===== config.mk =====
export PLATFORM = sky130hd
export DESIGN_NAME = link_register_sync_test_ctrl
export DESIGN_NICKNAME = d
export VERILOG_FILES = /design/src/logic/link_sync_pkg.sv /design/src/logic/sync_xfer_if.sv /design/src/logic/sync_sequencer.sv /design/src/logic/link_register_sync_test_ctrl.sv
export VERILOG_INCLUDE_DIRS = /design/src /design/src/logic
export SDC_FILE = /design/constraint.sdc
export NUM_CORES = 1
export LEC_CHECK = 0
export BUFFER_PORTS_ARGS = -buffer_cell sky130_fd_sc_hd__clkbuf_2
export CAP_MARGIN = 10
export CORE_ASPECT_RATIO = 1.25
export CORE_MARGIN = 2
export CORE_UTILIZATION = 40
export DETAILED_ROUTE_END_ITERATION = 8
export PLACE_DENSITY = 0.64
export SYNTH_ARGS = -nofsm -noshare
export SYNTH_HDL_FRONTEND = slang
export SYNTH_SLANG_ARGS = --single-unit

===== constraint.sdc =====
create_clock -name clk_sys -period 2.1 [get_ports clk_sys]
set_input_delay 0.21 -clock clk_sys [delete_from_list [all_inputs] [get_ports clk_sys]]
set_output_delay 0.21 -clock clk_sys [all_outputs]
set_load 0.01 [all_outputs]

===== src/logic/link_sync_regs.svh =====
// register offsets, field positions and codes for the link sync and test control block
// assumes a slave port decoder outside that delivers byte-wide register strobes
`ifndef LINK_SYNC_REGS_SVH
`define LINK_SYNC_REGS_SVH

// ****************************************
// register offsets
// ****************************************
`define OFS_LINK_SYNC_STATE 8'h3E
`define OFS_TEST_PATTERN 8'h7E
`define OFS_TEST_CHANNEL 8'h7F

// ****************************************
// sync state values and reset values
// ****************************************
`define SYNC_IDLE_OK 8'h00
`define SYNC_BUSY 8'h01
`define SYNC_IDLE_FAIL 8'h02
`define TEST_REG_RESET 8'h00

// ****************************************
// field positions and codes
// ****************************************
`define TEST_CODE_SINGLE 8'h63
`define TEST_CODE_SWEEP 8'h73
`define TEST_DIR_BIT 7
`define TEST_CH_MSB 6
`define FORCE_RECONFIG_BIT 4
`define INT_REMOTE_DONE_BIT 4
`define LINK_REG_COUNT 9

`endif


===== src/logic/link_sync_pkg.sv =====
// types shared by the link sync controller and its sequencer
// assumes the constants header is compiled alongside
`default_nettype none
package link_sync_pkg;
    // sequencer states, binary codes written out
    typedef enum logic [1:0] {
        SEQ_IDLE = 2'b00,
        SEQ_SEND = 2'b01
    } seq_state_t;
endpackage
`default_nettype wire


===== src/logic/sync_xfer_if.sv =====
// control and link signals between the controller and its sequencer
// assumes both ends run on the same clock
`default_nettype none
interface sync_xfer_if #(parameter int IDX_W = 4);
    logic start;             // one-cycle request to begin a transfer
    logic done;              // one-cycle pulse, all values delivered
    logic fail;              // one-cycle pulse, transfer aborted
    logic valid;             // a register value is being offered
    logic [IDX_W-1:0] index; // which link register is offered
    modport ctrl (output start, input done, input fail, input valid, input index);
    modport seq (input start, output done, output fail, output valid, output index);
endinterface
`default_nettype wire


===== src/logic/sync_sequencer.sv =====
// walks the link register list and offers each value to the control channel
// assumes the radio side answers each offer with ack or fail, never both
`include "link_sync_regs.svh"
`default_nettype none
module sync_sequencer
    import link_sync_pkg::*;
#(
    parameter int NREG = `LINK_REG_COUNT,
    parameter int IDX_W = 4
) (
    // clock and reset
    input wire logic clk_sys,
    input wire logic srst,
    // controller side
    sync_xfer_if.seq xf,
    // radio answers
    input wire logic link_ack,
    input wire logic link_fail
);
    // ****************************************
    // state
    // ****************************************
    seq_state_t state_r; // walking or not
    logic [IDX_W-1:0] idx_r; // current register
    logic done_r; // delivered pulse
    logic fail_r; // abort pulse
    localparam logic [IDX_W-1:0] LAST = IDX_W'(NREG - 1);

    // sequence through the list; channel registers are not in it
    always_ff @(posedge clk_sys) begin
        if (srst) begin
            state_r <= SEQ_IDLE;
            idx_r <= '0;
            done_r <= 1'b0;
            fail_r <= 1'b0;
        end else begin
            done_r <= 1'b0;
            fail_r <= 1'b0;
            case (state_r)
                SEQ_IDLE: begin
                    if (xf.start) begin
                        state_r <= SEQ_SEND;
                        idx_r <= '0;
                    end
                end
                SEQ_SEND: begin
                    // fail wins over ack: one bad value spoils the set
                    if (link_fail) begin
                        state_r <= SEQ_IDLE;
                        fail_r <= 1'b1;
                    end else if (link_ack) begin
                        if (idx_r == LAST) begin
                            state_r <= SEQ_IDLE;
                            done_r <= 1'b1;
                        end else begin
                            idx_r <= IDX_W'(idx_r + 1'b1);
                        end
                    end
                end
                default: begin
                    state_r <= SEQ_IDLE;
                end
            endcase
        end
    end

    assign xf.valid = (state_r == SEQ_SEND);
    assign xf.index = idx_r;
    assign xf.done = done_r;
    assign xf.fail = fail_r;
endmodule
`default_nettype wire


===== src/logic/link_register_sync_test_ctrl.sv =====
// link register sync state, forced reconfiguration and radio test mode control
// assumes a slave port decoder (spi or two-wire) outside delivering register strobes,
// and a radio/control channel that acknowledges each offered register value
`include "link_sync_regs.svh"
`default_nettype none
module link_register_sync_test_ctrl
    import link_sync_pkg::*;
#(
    parameter int NREG = `LINK_REG_COUNT,
    parameter int IDX_W = 4
) (
    // clock and reset
    input wire logic clk_sys,
    input wire logic srst,
    // register access from the slave port
    input wire logic acc_wr,
    input wire logic acc_rd,
    input wire logic [7:0] acc_addr,
    input wire logic [7:0] acc_wdata,
    output logic [7:0] acc_rdata_r,
    // role and link events
    input wire logic role_transmitter,
    input wire logic link_established,
    input wire logic force_reconfig,
    // control channel to the far end
    input wire logic link_ack,
    input wire logic link_fail,
    output logic xfer_valid_r,
    output logic [IDX_W-1:0] xfer_index_r,
    // results to the rest of the device
    output logic remote_done_flag_r,
    output logic reconfig_pulse_r,
    output logic test_mode_r,
    output logic test_sweep_r,
    output logic test_tx_r,
    output logic [6:0] test_channel_r,
    output logic power_0dbm_r
);
    // ****************************************
    // storage
    // ****************************************
    logic [7:0] sync_state_r; // visible sync status
    logic [7:0] pat_stage_r; // pattern as written, not yet live
    logic [7:0] ch_stage_r; // channel as written, not yet live
    logic start_r; // kick to the sequencer
    logic role_tx_r; // role sampled on every clock edge, in reset or not
    logic is_sync_wr; // write of the busy code to sync state
    logic code_ok; // staged pattern names a known test
    sync_xfer_if #(.IDX_W(IDX_W)) xf();

    assign xf.start = start_r;
    assign is_sync_wr = acc_wr && acc_addr == `OFS_LINK_SYNC_STATE && acc_wdata == `SYNC_BUSY;
    assign code_ok = pat_stage_r == `TEST_CODE_SINGLE || pat_stage_r == `TEST_CODE_SWEEP;

    // ****************************************
    // sequencer
    // ****************************************
    sync_sequencer #(.NREG(NREG), .IDX_W(IDX_W)) u_seq (
        .clk_sys(clk_sys),
        .srst(srst),
        .xf(xf),
        .link_ack(link_ack),
        .link_fail(link_fail)
    );

    // role strap held by a clocked process, never by reset itself
    always_ff @(posedge clk_sys) begin
        role_tx_r <= role_transmitter;
    end

    // sync state: busy on request, back to idle on result
    always_ff @(posedge clk_sys) begin
        if (srst) begin
            sync_state_r <= `SYNC_IDLE_OK;
            start_r <= 1'b0;
        end else begin
            start_r <= 1'b0;
            if (xf.done) begin
                sync_state_r <= `SYNC_IDLE_OK;
            end else if (xf.fail) begin
                sync_state_r <= `SYNC_IDLE_FAIL;
            end else if (is_sync_wr && role_tx_r && sync_state_r != `SYNC_BUSY) begin
                // receivers and busy writes are ignored, state stays put
                sync_state_r <= `SYNC_BUSY;
                start_r <= 1'b1;
            end
            // other writes leave a failure showing until a fresh start
        end
    end

    // transfer outputs mirrored from the sequencer one cycle later
    // timing: start_r costs one edge, the sequencer state another and this mirror a third,
    // so the first offer shows three edges after the start write is taken; the offer drops
    // in the edge after each ack, so a fast peer spends two cycles per value
    always_ff @(posedge clk_sys) begin
        if (srst) begin
            xfer_valid_r <= 1'b0;
            xfer_index_r <= '0;
            remote_done_flag_r <= 1'b0;
        end else begin
            xfer_valid_r <= xf.valid && !link_ack && !link_fail;
            xfer_index_r <= xf.valid && link_ack ? IDX_W'(xf.index + 1'b1) : xf.index;
            remote_done_flag_r <= xf.done;
        end
    end

    // staged test registers, write-only, from whichever slave port decoded
    always_ff @(posedge clk_sys) begin
        if (srst) begin
            pat_stage_r <= `TEST_REG_RESET;
            ch_stage_r <= `TEST_REG_RESET;
        end else if (acc_wr && !test_mode_r) begin
            // once in test mode, new settings wait for reset
            if (acc_addr == `OFS_TEST_PATTERN) begin
                pat_stage_r <= acc_wdata;
            end else if (acc_addr == `OFS_TEST_CHANNEL) begin
                ch_stage_r <= acc_wdata;
            end
        end
    end

    // reconfiguration: on every new link and on force request
    always_ff @(posedge clk_sys) begin
        if (srst) begin
            reconfig_pulse_r <= 1'b0;
        end else begin
            reconfig_pulse_r <= link_established || force_reconfig;
        end
    end

    // test mode entry latches staged settings; only reset leaves
    always_ff @(posedge clk_sys) begin
        if (srst) begin
            test_mode_r <= 1'b0;
            test_sweep_r <= 1'b0;
            test_tx_r <= 1'b0;
            test_channel_r <= '0;
            power_0dbm_r <= 1'b0;
        end else if (force_reconfig && code_ok && !test_mode_r) begin
            test_mode_r <= 1'b1;
            test_sweep_r <= pat_stage_r == `TEST_CODE_SWEEP;
            test_tx_r <= ch_stage_r[`TEST_DIR_BIT];
            test_channel_r <= ch_stage_r[`TEST_CH_MSB:0];
            power_0dbm_r <= 1'b1;
        end
    end

    // read port: test registers are write-only and read zero
    always_ff @(posedge clk_sys) begin
        if (srst) begin
            acc_rdata_r <= 8'h00;
        end else if (acc_rd && acc_addr == `OFS_LINK_SYNC_STATE) begin
            acc_rdata_r <= sync_state_r;
        end else if (acc_rd) begin
            acc_rdata_r <= 8'h00;
        end
    end
endmodule
`default_nettype wire


==> flow_metrics.env, run 1 <==
export IMPL_cts_max_level=2
export IMPL_layout_nets=273
export IMPL_seq_area_frac_synth_pct=44.9
export IMPL_final_cells=309
export IMPL_gr_usage_all_layers_pct=14.9
export IMPL_avgSynthCellArea_sq_um=10.1
export IMPL_fmax_ghz=0.691
export IMPL_ioPinCount=51
export IMPL_crit_family="flip-flops"
export IMPL_hold_start="role_transmitter"
export IMPL_wire_per_inst_microns=12.5
export IMPL_p_sw_mw=0.335
export IMPL_synth_common_cells="46 x dfxtp_1, 36 x nand2b_1, 25 x mux2i_1, 10 x a21oi_1, 9 x nand3_1"
export IMPL_core_sq_mm=0.00501
export IMPL_tns_ns=0
export IMPL_vias=1525
export IMPL_routed_wl_microns=3860
export IMPL_synth_top_area_cell="dfxtp_1"
export IMPL_post_place_cells=301
export IMPL_drt_pass1_iterations=4
export IMPL_hold_viol_final=0
export IMPL_crit_type="reg2reg"
export IMPL_drt_iter0_drc=80
export IMPL_dieArea_sq_mm=0.00573
export IMPL_fin_area_sq_mm=0.00242
export IMPL_die_w_microns=68.1
export IMPL_reg2reg_slack_ns=0.65
export IMPL_multi_input_comb_area_sq_mm=0.00103
export IMPL_initial_core_util_pct=41.0
export IMPL_p_comb_share_pct=4.7
export IMPL_worst_ep_arrival_time_ns=1.67
export IMPL_cts_sink_count=46
export IMPL_power_frac_seq_pct=49.9
export IMPL_cts_resized=0
export IMPL_cts_made_buffers=5
export IMPL_crit_fanout=5
export IMPL_cts_max_path_buffers=2
export IMPL_finalMaxSlewViolations=0
export IMPL_rows=29
export IMPL_grt_pass1_wl_microns=6480
export IMPL_synthCells=204
export IMPL_globalRouteOverflowTotal=0
export IMPL_p_int_mw=1.42
export IMPL_fillCellCount=491
export IMPL_rsz0062_at_grt="false"
export IMPL_grt_antenna_before_repair=0
export IMPL_root_buffer="clkbuf_8"
export IMPL_drive_gt1_share_pct=24.3
export IMPL_clk_pin_slew_worst_paths_ns=0.08
export IMPL_place_area_sq_mm=0.00227
export IMPL_cts_setup_buffers=0
export IMPL_antenna_violating_nets_post_route=0
export IMPL_clkLatencyLatePin_ns=0.29
export IMPL_crit_path_end_kind="flop"
export IMPL_grt_pass1_vias=1464
export IMPL_setup_viol=0
export IMPL_yosysMostFrequentCell="dfxtp_1"
export IMPL_clock_skew_ns=0.00313
export IMPL_viasPerCell=4.94
export IMPL_grt_max_degree=39
export IMPL_peakVddDrop_mv=0.354
export IMPL_r2r_start="u_seq.xf.index[0]"
export IMPL_synth_cell_types=41
export IMPL_drv_cap=0
export IMPL_powerDensity_mw_per_mm2=725
export IMPL_synth_edff_count=0
export IMPL_path_cells="inv_1 > ha_1 > and3b_1 > a211o_1 > a21oi_1"
export IMPL_port_buffers=44
export IMPL_synth_area_sq_mm=0.00205
export IMPL_cp_slowest_stage_delay_ns=0.42
export IMPL_hp_class="in2reg"
export IMPL_antenna_cells=0
export IMPL_cp_start_kind="flop"
export IMPL_status="finished clean"
export IMPL_fp_dieH_microns=84.1
export IMPL_p_leak_nw=1.03
export IMPL_place_gp_congestion=0.797
export IMPL_critPathLaunch="u_seq.xf.index[0]"
export IMPL_area_delta_synth_final_pct=17.7
export IMPL_ys_warnings_count=0
export IMPL_crit_buf_inv=1
export IMPL_cts_tree="built"
export IMPL_yosys_area_top_type_share_pct=44.9
export IMPL_regArea_sq_um=921
export IMPL_clkPwrFrac_pct=45.4
export IMPL_period_share_pct=68.9
export IMPL_cp_data_required_time_ns=2.33
export IMPL_p_sw_share_pct=19.1
export IMPL_drc=0
export IMPL_synthTopCellsByArea="dfxtp_1 45%, mux2i_1 12%, nand2b_1 11%, buf_4 2.9%, a21oi_1 2.4%"
export IMPL_dp_hpwl_microns=2930
export IMPL_cts_hold_buf=0
export IMPL_ys_ff_latch=46
export IMPL_synth_flop_cell="dfxtp_1"
export IMPL_async_reset_ff_share_pct=0
export IMPL_crit_slowest_cell="dfxtp_1"
export IMPL_min_period_ns=1.45
## layout by cell type, fill, tap and decap left out, drive strengths merged, types with 4 or more instances in the layout
cell type / synthesis / final
nor2: 6 / 6
mux2i: 25 / 25
inv: 6 / 6
conb: 1 / 6
nand4: 6 / 6
clkbuf: 4 / 50
dfxtp: 46 / 46
nand2b: 36 / 36
nand3: 9 / 9
nand2: 6 / 6
and4: 4 / 4
a21oi: 10 / 10
## stage by stage
step / total power [mW] / hold WS, ns / setup WS (ns) / utilization [%]
2_1_floorplan: 0.945 / 0.238 / 0.797 / -
3_3_place_gp: 0.978 / 0.315 / 0.732 / 45.4
3_5_place_dp: 0.979 / 0.315 / 0.685 / 45.4
4_1_cts: 1.77 / 0.00199 / 0.659 / 48.3
5_1_grt: 1.81 / 0.00359 / 0.548 / 48.3
6_report: 1.75 / 0.0127 / 0.653 / 48.3
## cells by family after synthesis
group / count (synthesis) / synth area share, %
other cells: 1 / 0.183
buf+inv: 21 / 6.09
mux: 25 / 12.2
flops: 46 / 44.9
xor+xnor: 3 / 1.28
fa+ha+maj: 2 / 1.22
simple gates: 88 / 29.0
compound gates: 18 / 5.18
## worst reg2reg max path: cells and delay by family (launching register included)
family	cells	cell delay [ns]
compound gates	2	0.42
fa+ha+maj	1	0.22
buf+inv	1	0.11
flops	1	0.42
simple gates	1	0.22
## metal layers
metal | wire, microns | track usage, %
met2 | 1930 | 25.3
met1 | 1690 | 17.4
met3 | 187 | 3.91
met5 | 0 | 0
met4 | 48 | 5.45
## final timing paths
path / end / cells past startpoint
max: u_seq.state_r[0] / 5
min: role_tx_r / 1
min reg2reg: pat_stage_r[5] / 2
max reg2reg: u_seq.state_r[0] / 5
## power groups by stage
stage	registers (mW)	clock network, mW	logic, mW
floorplan	0.896	0	0.0492
global placement	0.895	0	0.0828
detailed placement	0.896	0	0.0833
CTS	0.875	0.816	0.0832
global route	0.876	0.847	0.0912
finish	0.875	0.795	0.0826
## cell type report
cell class,count,share of cell area [%]
repair buffers,45,9.42
clock inverters,2,2.48
well taps,62,3.21
flip-flops and latches,46,38.1
clock buffers,6,3.42
inverters,6,0.932
multi-input cells,142,42.4
## sequential cells by signal, indices dropped and copies added, names as in the netlist, 2 cells and up
name and flops:
acc_rdata_r 2, ch_stage_r 8, pat_stage_r 8, sync_state_r 2
test_channel_r 7, u_seq.xf.index 4, xfer_index_r 4
Note: power is estimated with default switching activity, not from simulation.
==> run 2, diff against run 1 <==
--- a/config.mk
+++ b/config.mk
@@ -12,7 +12,7 @@
 export CORE_MARGIN = 2
 export CORE_UTILIZATION = 40
 export DETAILED_ROUTE_END_ITERATION = 8
-export PLACE_DENSITY = 0.64
+export PLACE_DENSITY = 0.66
 export SYNTH_ARGS = -nofsm -noshare
 export SYNTH_HDL_FRONTEND = slang
 export SYNTH_SLANG_ARGS = --single-unit
==> constraint.sdc (replaced) <==
create_clock -name clk_sys -period 1.3 [get_ports clk_sys]
set_input_delay 0.13 -clock clk_sys [delete_from_list [all_inputs] [get_ports clk_sys]]
set_output_delay 0.13 -clock clk_sys [all_outputs]
set_load 0.01 [all_outputs]
==> flow_metrics.env, run 2 (same netlist as run 1, synthesis figures left out) <==
export IMPL_crit_fanout=6
export IMPL_drt_iter0_drc=85
export IMPL_drive_gt1_share_pct=27.3
export IMPL_core_sq_mm=0.00501
export IMPL_rsz0062_at_grt="true"
export IMPL_cp_depth=4
export IMPL_setup_viol=0
export IMPL_cts_max_path_buffers=2
export IMPL_drt_pass1_iterations=4
export IMPL_drv_cap=0
export IMPL_place_ws_ns=0.0266
export IMPL_drc=0
export IMPL_min_period_ns=1.27
export IMPL_crit_type="reg2reg"
export IMPL_antenna_cells=0
export IMPL_fmax_ghz=0.789
export IMPL_cts_max_level=2
export IMPL_clkLatencyLatePin_ns=0.29
export IMPL_clock_skew_ns=0.00718
export IMPL_cp_slowest_stage_delay_ns=0.35
export IMPL_peakVddDrop_mv=0.542
export IMPL_dieArea_sq_mm=0.00573
export IMPL_fin_area_sq_mm=0.00244
export IMPL_fp_dieH_microns=84.1
export IMPL_routed_wl_microns=4100
export IMPL_die_w_microns=68.1
export IMPL_globalRouteOverflowTotal=0
export IMPL_vias=1551
export IMPL_powerDensity_mw_per_mm2=971
export IMPL_initial_core_util_pct=41.0
export IMPL_hold_viol_final=0
export IMPL_path_cells="and4bb_4 > and4_1 > buf_6 > mux2i_1"
export IMPL_grt_max_degree=31
export IMPL_rows=29
export IMPL_status="finished clean"
export IMPL_area_delta_synth_final_pct=18.8
export IMPL_wire_per_inst_microns=12.9
export IMPL_gr_usage_all_layers_pct=15.9
export IMPL_reg_top3="ch_stage_r x8, pat_stage_r x8, test_channel_r x7"
export IMPL_power_mw=2.37
export IMPL_ioPinCount=51
export IMPL_grt_antenna_before_repair=0
export IMPL_p_leak_nw=1.05
export IMPL_antenna_violating_nets_post_route=0
export IMPL_worst_ep_arrival_time_ns=1.49
export IMPL_grt_pass1_vias=1502
export IMPL_dp_hpwl_microns=3160
export IMPL_grt_pass1_wl_microns=6850
export IMPL_viasPerCell=4.88
export IMPL_crit_path_end_kind="flop"
export IMPL_r2r_start="power_0dbm_r"
export IMPL_period_share_pct=97.5
export IMPL_place_area_sq_mm=0.00234
export IMPL_hold_depth=3
export IMPL_mostFrequentLayoutCells="44 x dfxtp_1, 44 x clkbuf_2, 36 x nand2b_1"
export IMPL_critPathLaunch="power_0dbm_r"
export IMPL_cts_tree="built"
export IMPL_hp_class="in2reg"
export IMPL_reg2regPathDepth=4
export IMPL_place_gp_congestion=0.793
export IMPL_cts_sink_count=46
export IMPL_reg2reg_slack_ns=0.03
export IMPL_crit_path_end="ch_stage_r[0]"
export IMPL_cp_data_required_time_ns=1.52
export IMPL_port_buffers=44
export IMPL_clk_pin_slew_worst_paths_ns=0.08
export IMPL_cts_setup_buffers=0
export IMPL_setup_ws_ns=0.0330
export IMPL_finalMaxSlewViolations=0
export IMPL_layout_nets=283
export IMPL_crit_slowest_cell="and4bb_4"
export IMPL_root_buffer="clkbuf_8"
export IMPL_crit_family="simple AND/OR/NAND/NOR gates"
export IMPL_crit_buf_inv=1
export IMPL_cts_made_buffers=5
export IMPL_reg2reg_to="ch_stage_r[0]"
export IMPL_cp_start_kind="flop"
[run 2: worst min-delay path, stage by stage]
cell      delay (ns)
clkbuf_2        0.07
nor2_1          0.03
nor2_1          0.07
[run 2: per-stage QoR]
stage | instances | hold slack (ns) | setup TNS [ns] | utilization (%)
6_report | 318 | 0.0382 | 0 | 48.7
5_1_grt | 318 | 0.0448 | -0.143 | 48.7
4_1_cts | 318 | 0.0277 | 0 | 48.5
3_5_place_dp | 310 | 0.234 | 0 | 46.8
3_3_place_gp | 310 | 0.233 | 0 | 46.8
2_1_floorplan | 209 | 0.158 | 0 | -
[run 2: layer usage]
metal	up-vias	part of all wire [%]	wire length, microns	GRT usage (%)
met5	-	0	0	0
met4	0	1.1	46	5.45
met3	5	4.3	176	3.64
met2	35	51	2070	25.9
met1	710	44	1800	20.1
li1	801	-	-	-
[run 2: power by group]
| part | switching (mW) | leakage [nW] | internal, mW |
|---|---|---|---|
| Sequential | 0.00139 | 0.372 | 1.41 |
| Combinational | 0.0784 | 0.637 | 0.0659 |
| Clock | 0.439 | 0.0383 | 0.371 |
| Total | 0.519 | 1.05 | 1.85 |
[run 2: worst min-delay path by stage]
stage,startpoint,to,slack [ns]
after floorplan,role_transmitter,role_tx_r,0.16
after global placement,role_transmitter,role_tx_r,0.23
after detailed placement,role_transmitter,role_tx_r,0.23
after CTS,link_established,reconfig_pulse_r,0.03
after global routing,link_established,reconfig_pulse_r,0.04
final,link_established,reconfig_pulse_r,0.04
[run 2: what timing repair did]
item,4_1_cts,5_1_grt
endpoints found under the hold margin,1,0
resized for setup,0,4
hold buffers,1,0
endpoints found under the setup margin,0,7
[run 2: area by class of cell]
| cell class | instances | area (sq um) |
|---|---|---|
| Inverter | 6 | 22.5 |
| Timing Repair Buffer | 55 | 309 |
| Multi-Input combinational cell | 142 | 1030 |
| Fill cell | 494 | 2570 |
| Clock buffer | 7 | 76.3 |
| Tap cell | 62 | 77.6 |
| Sequential cell | 46 | 923 |
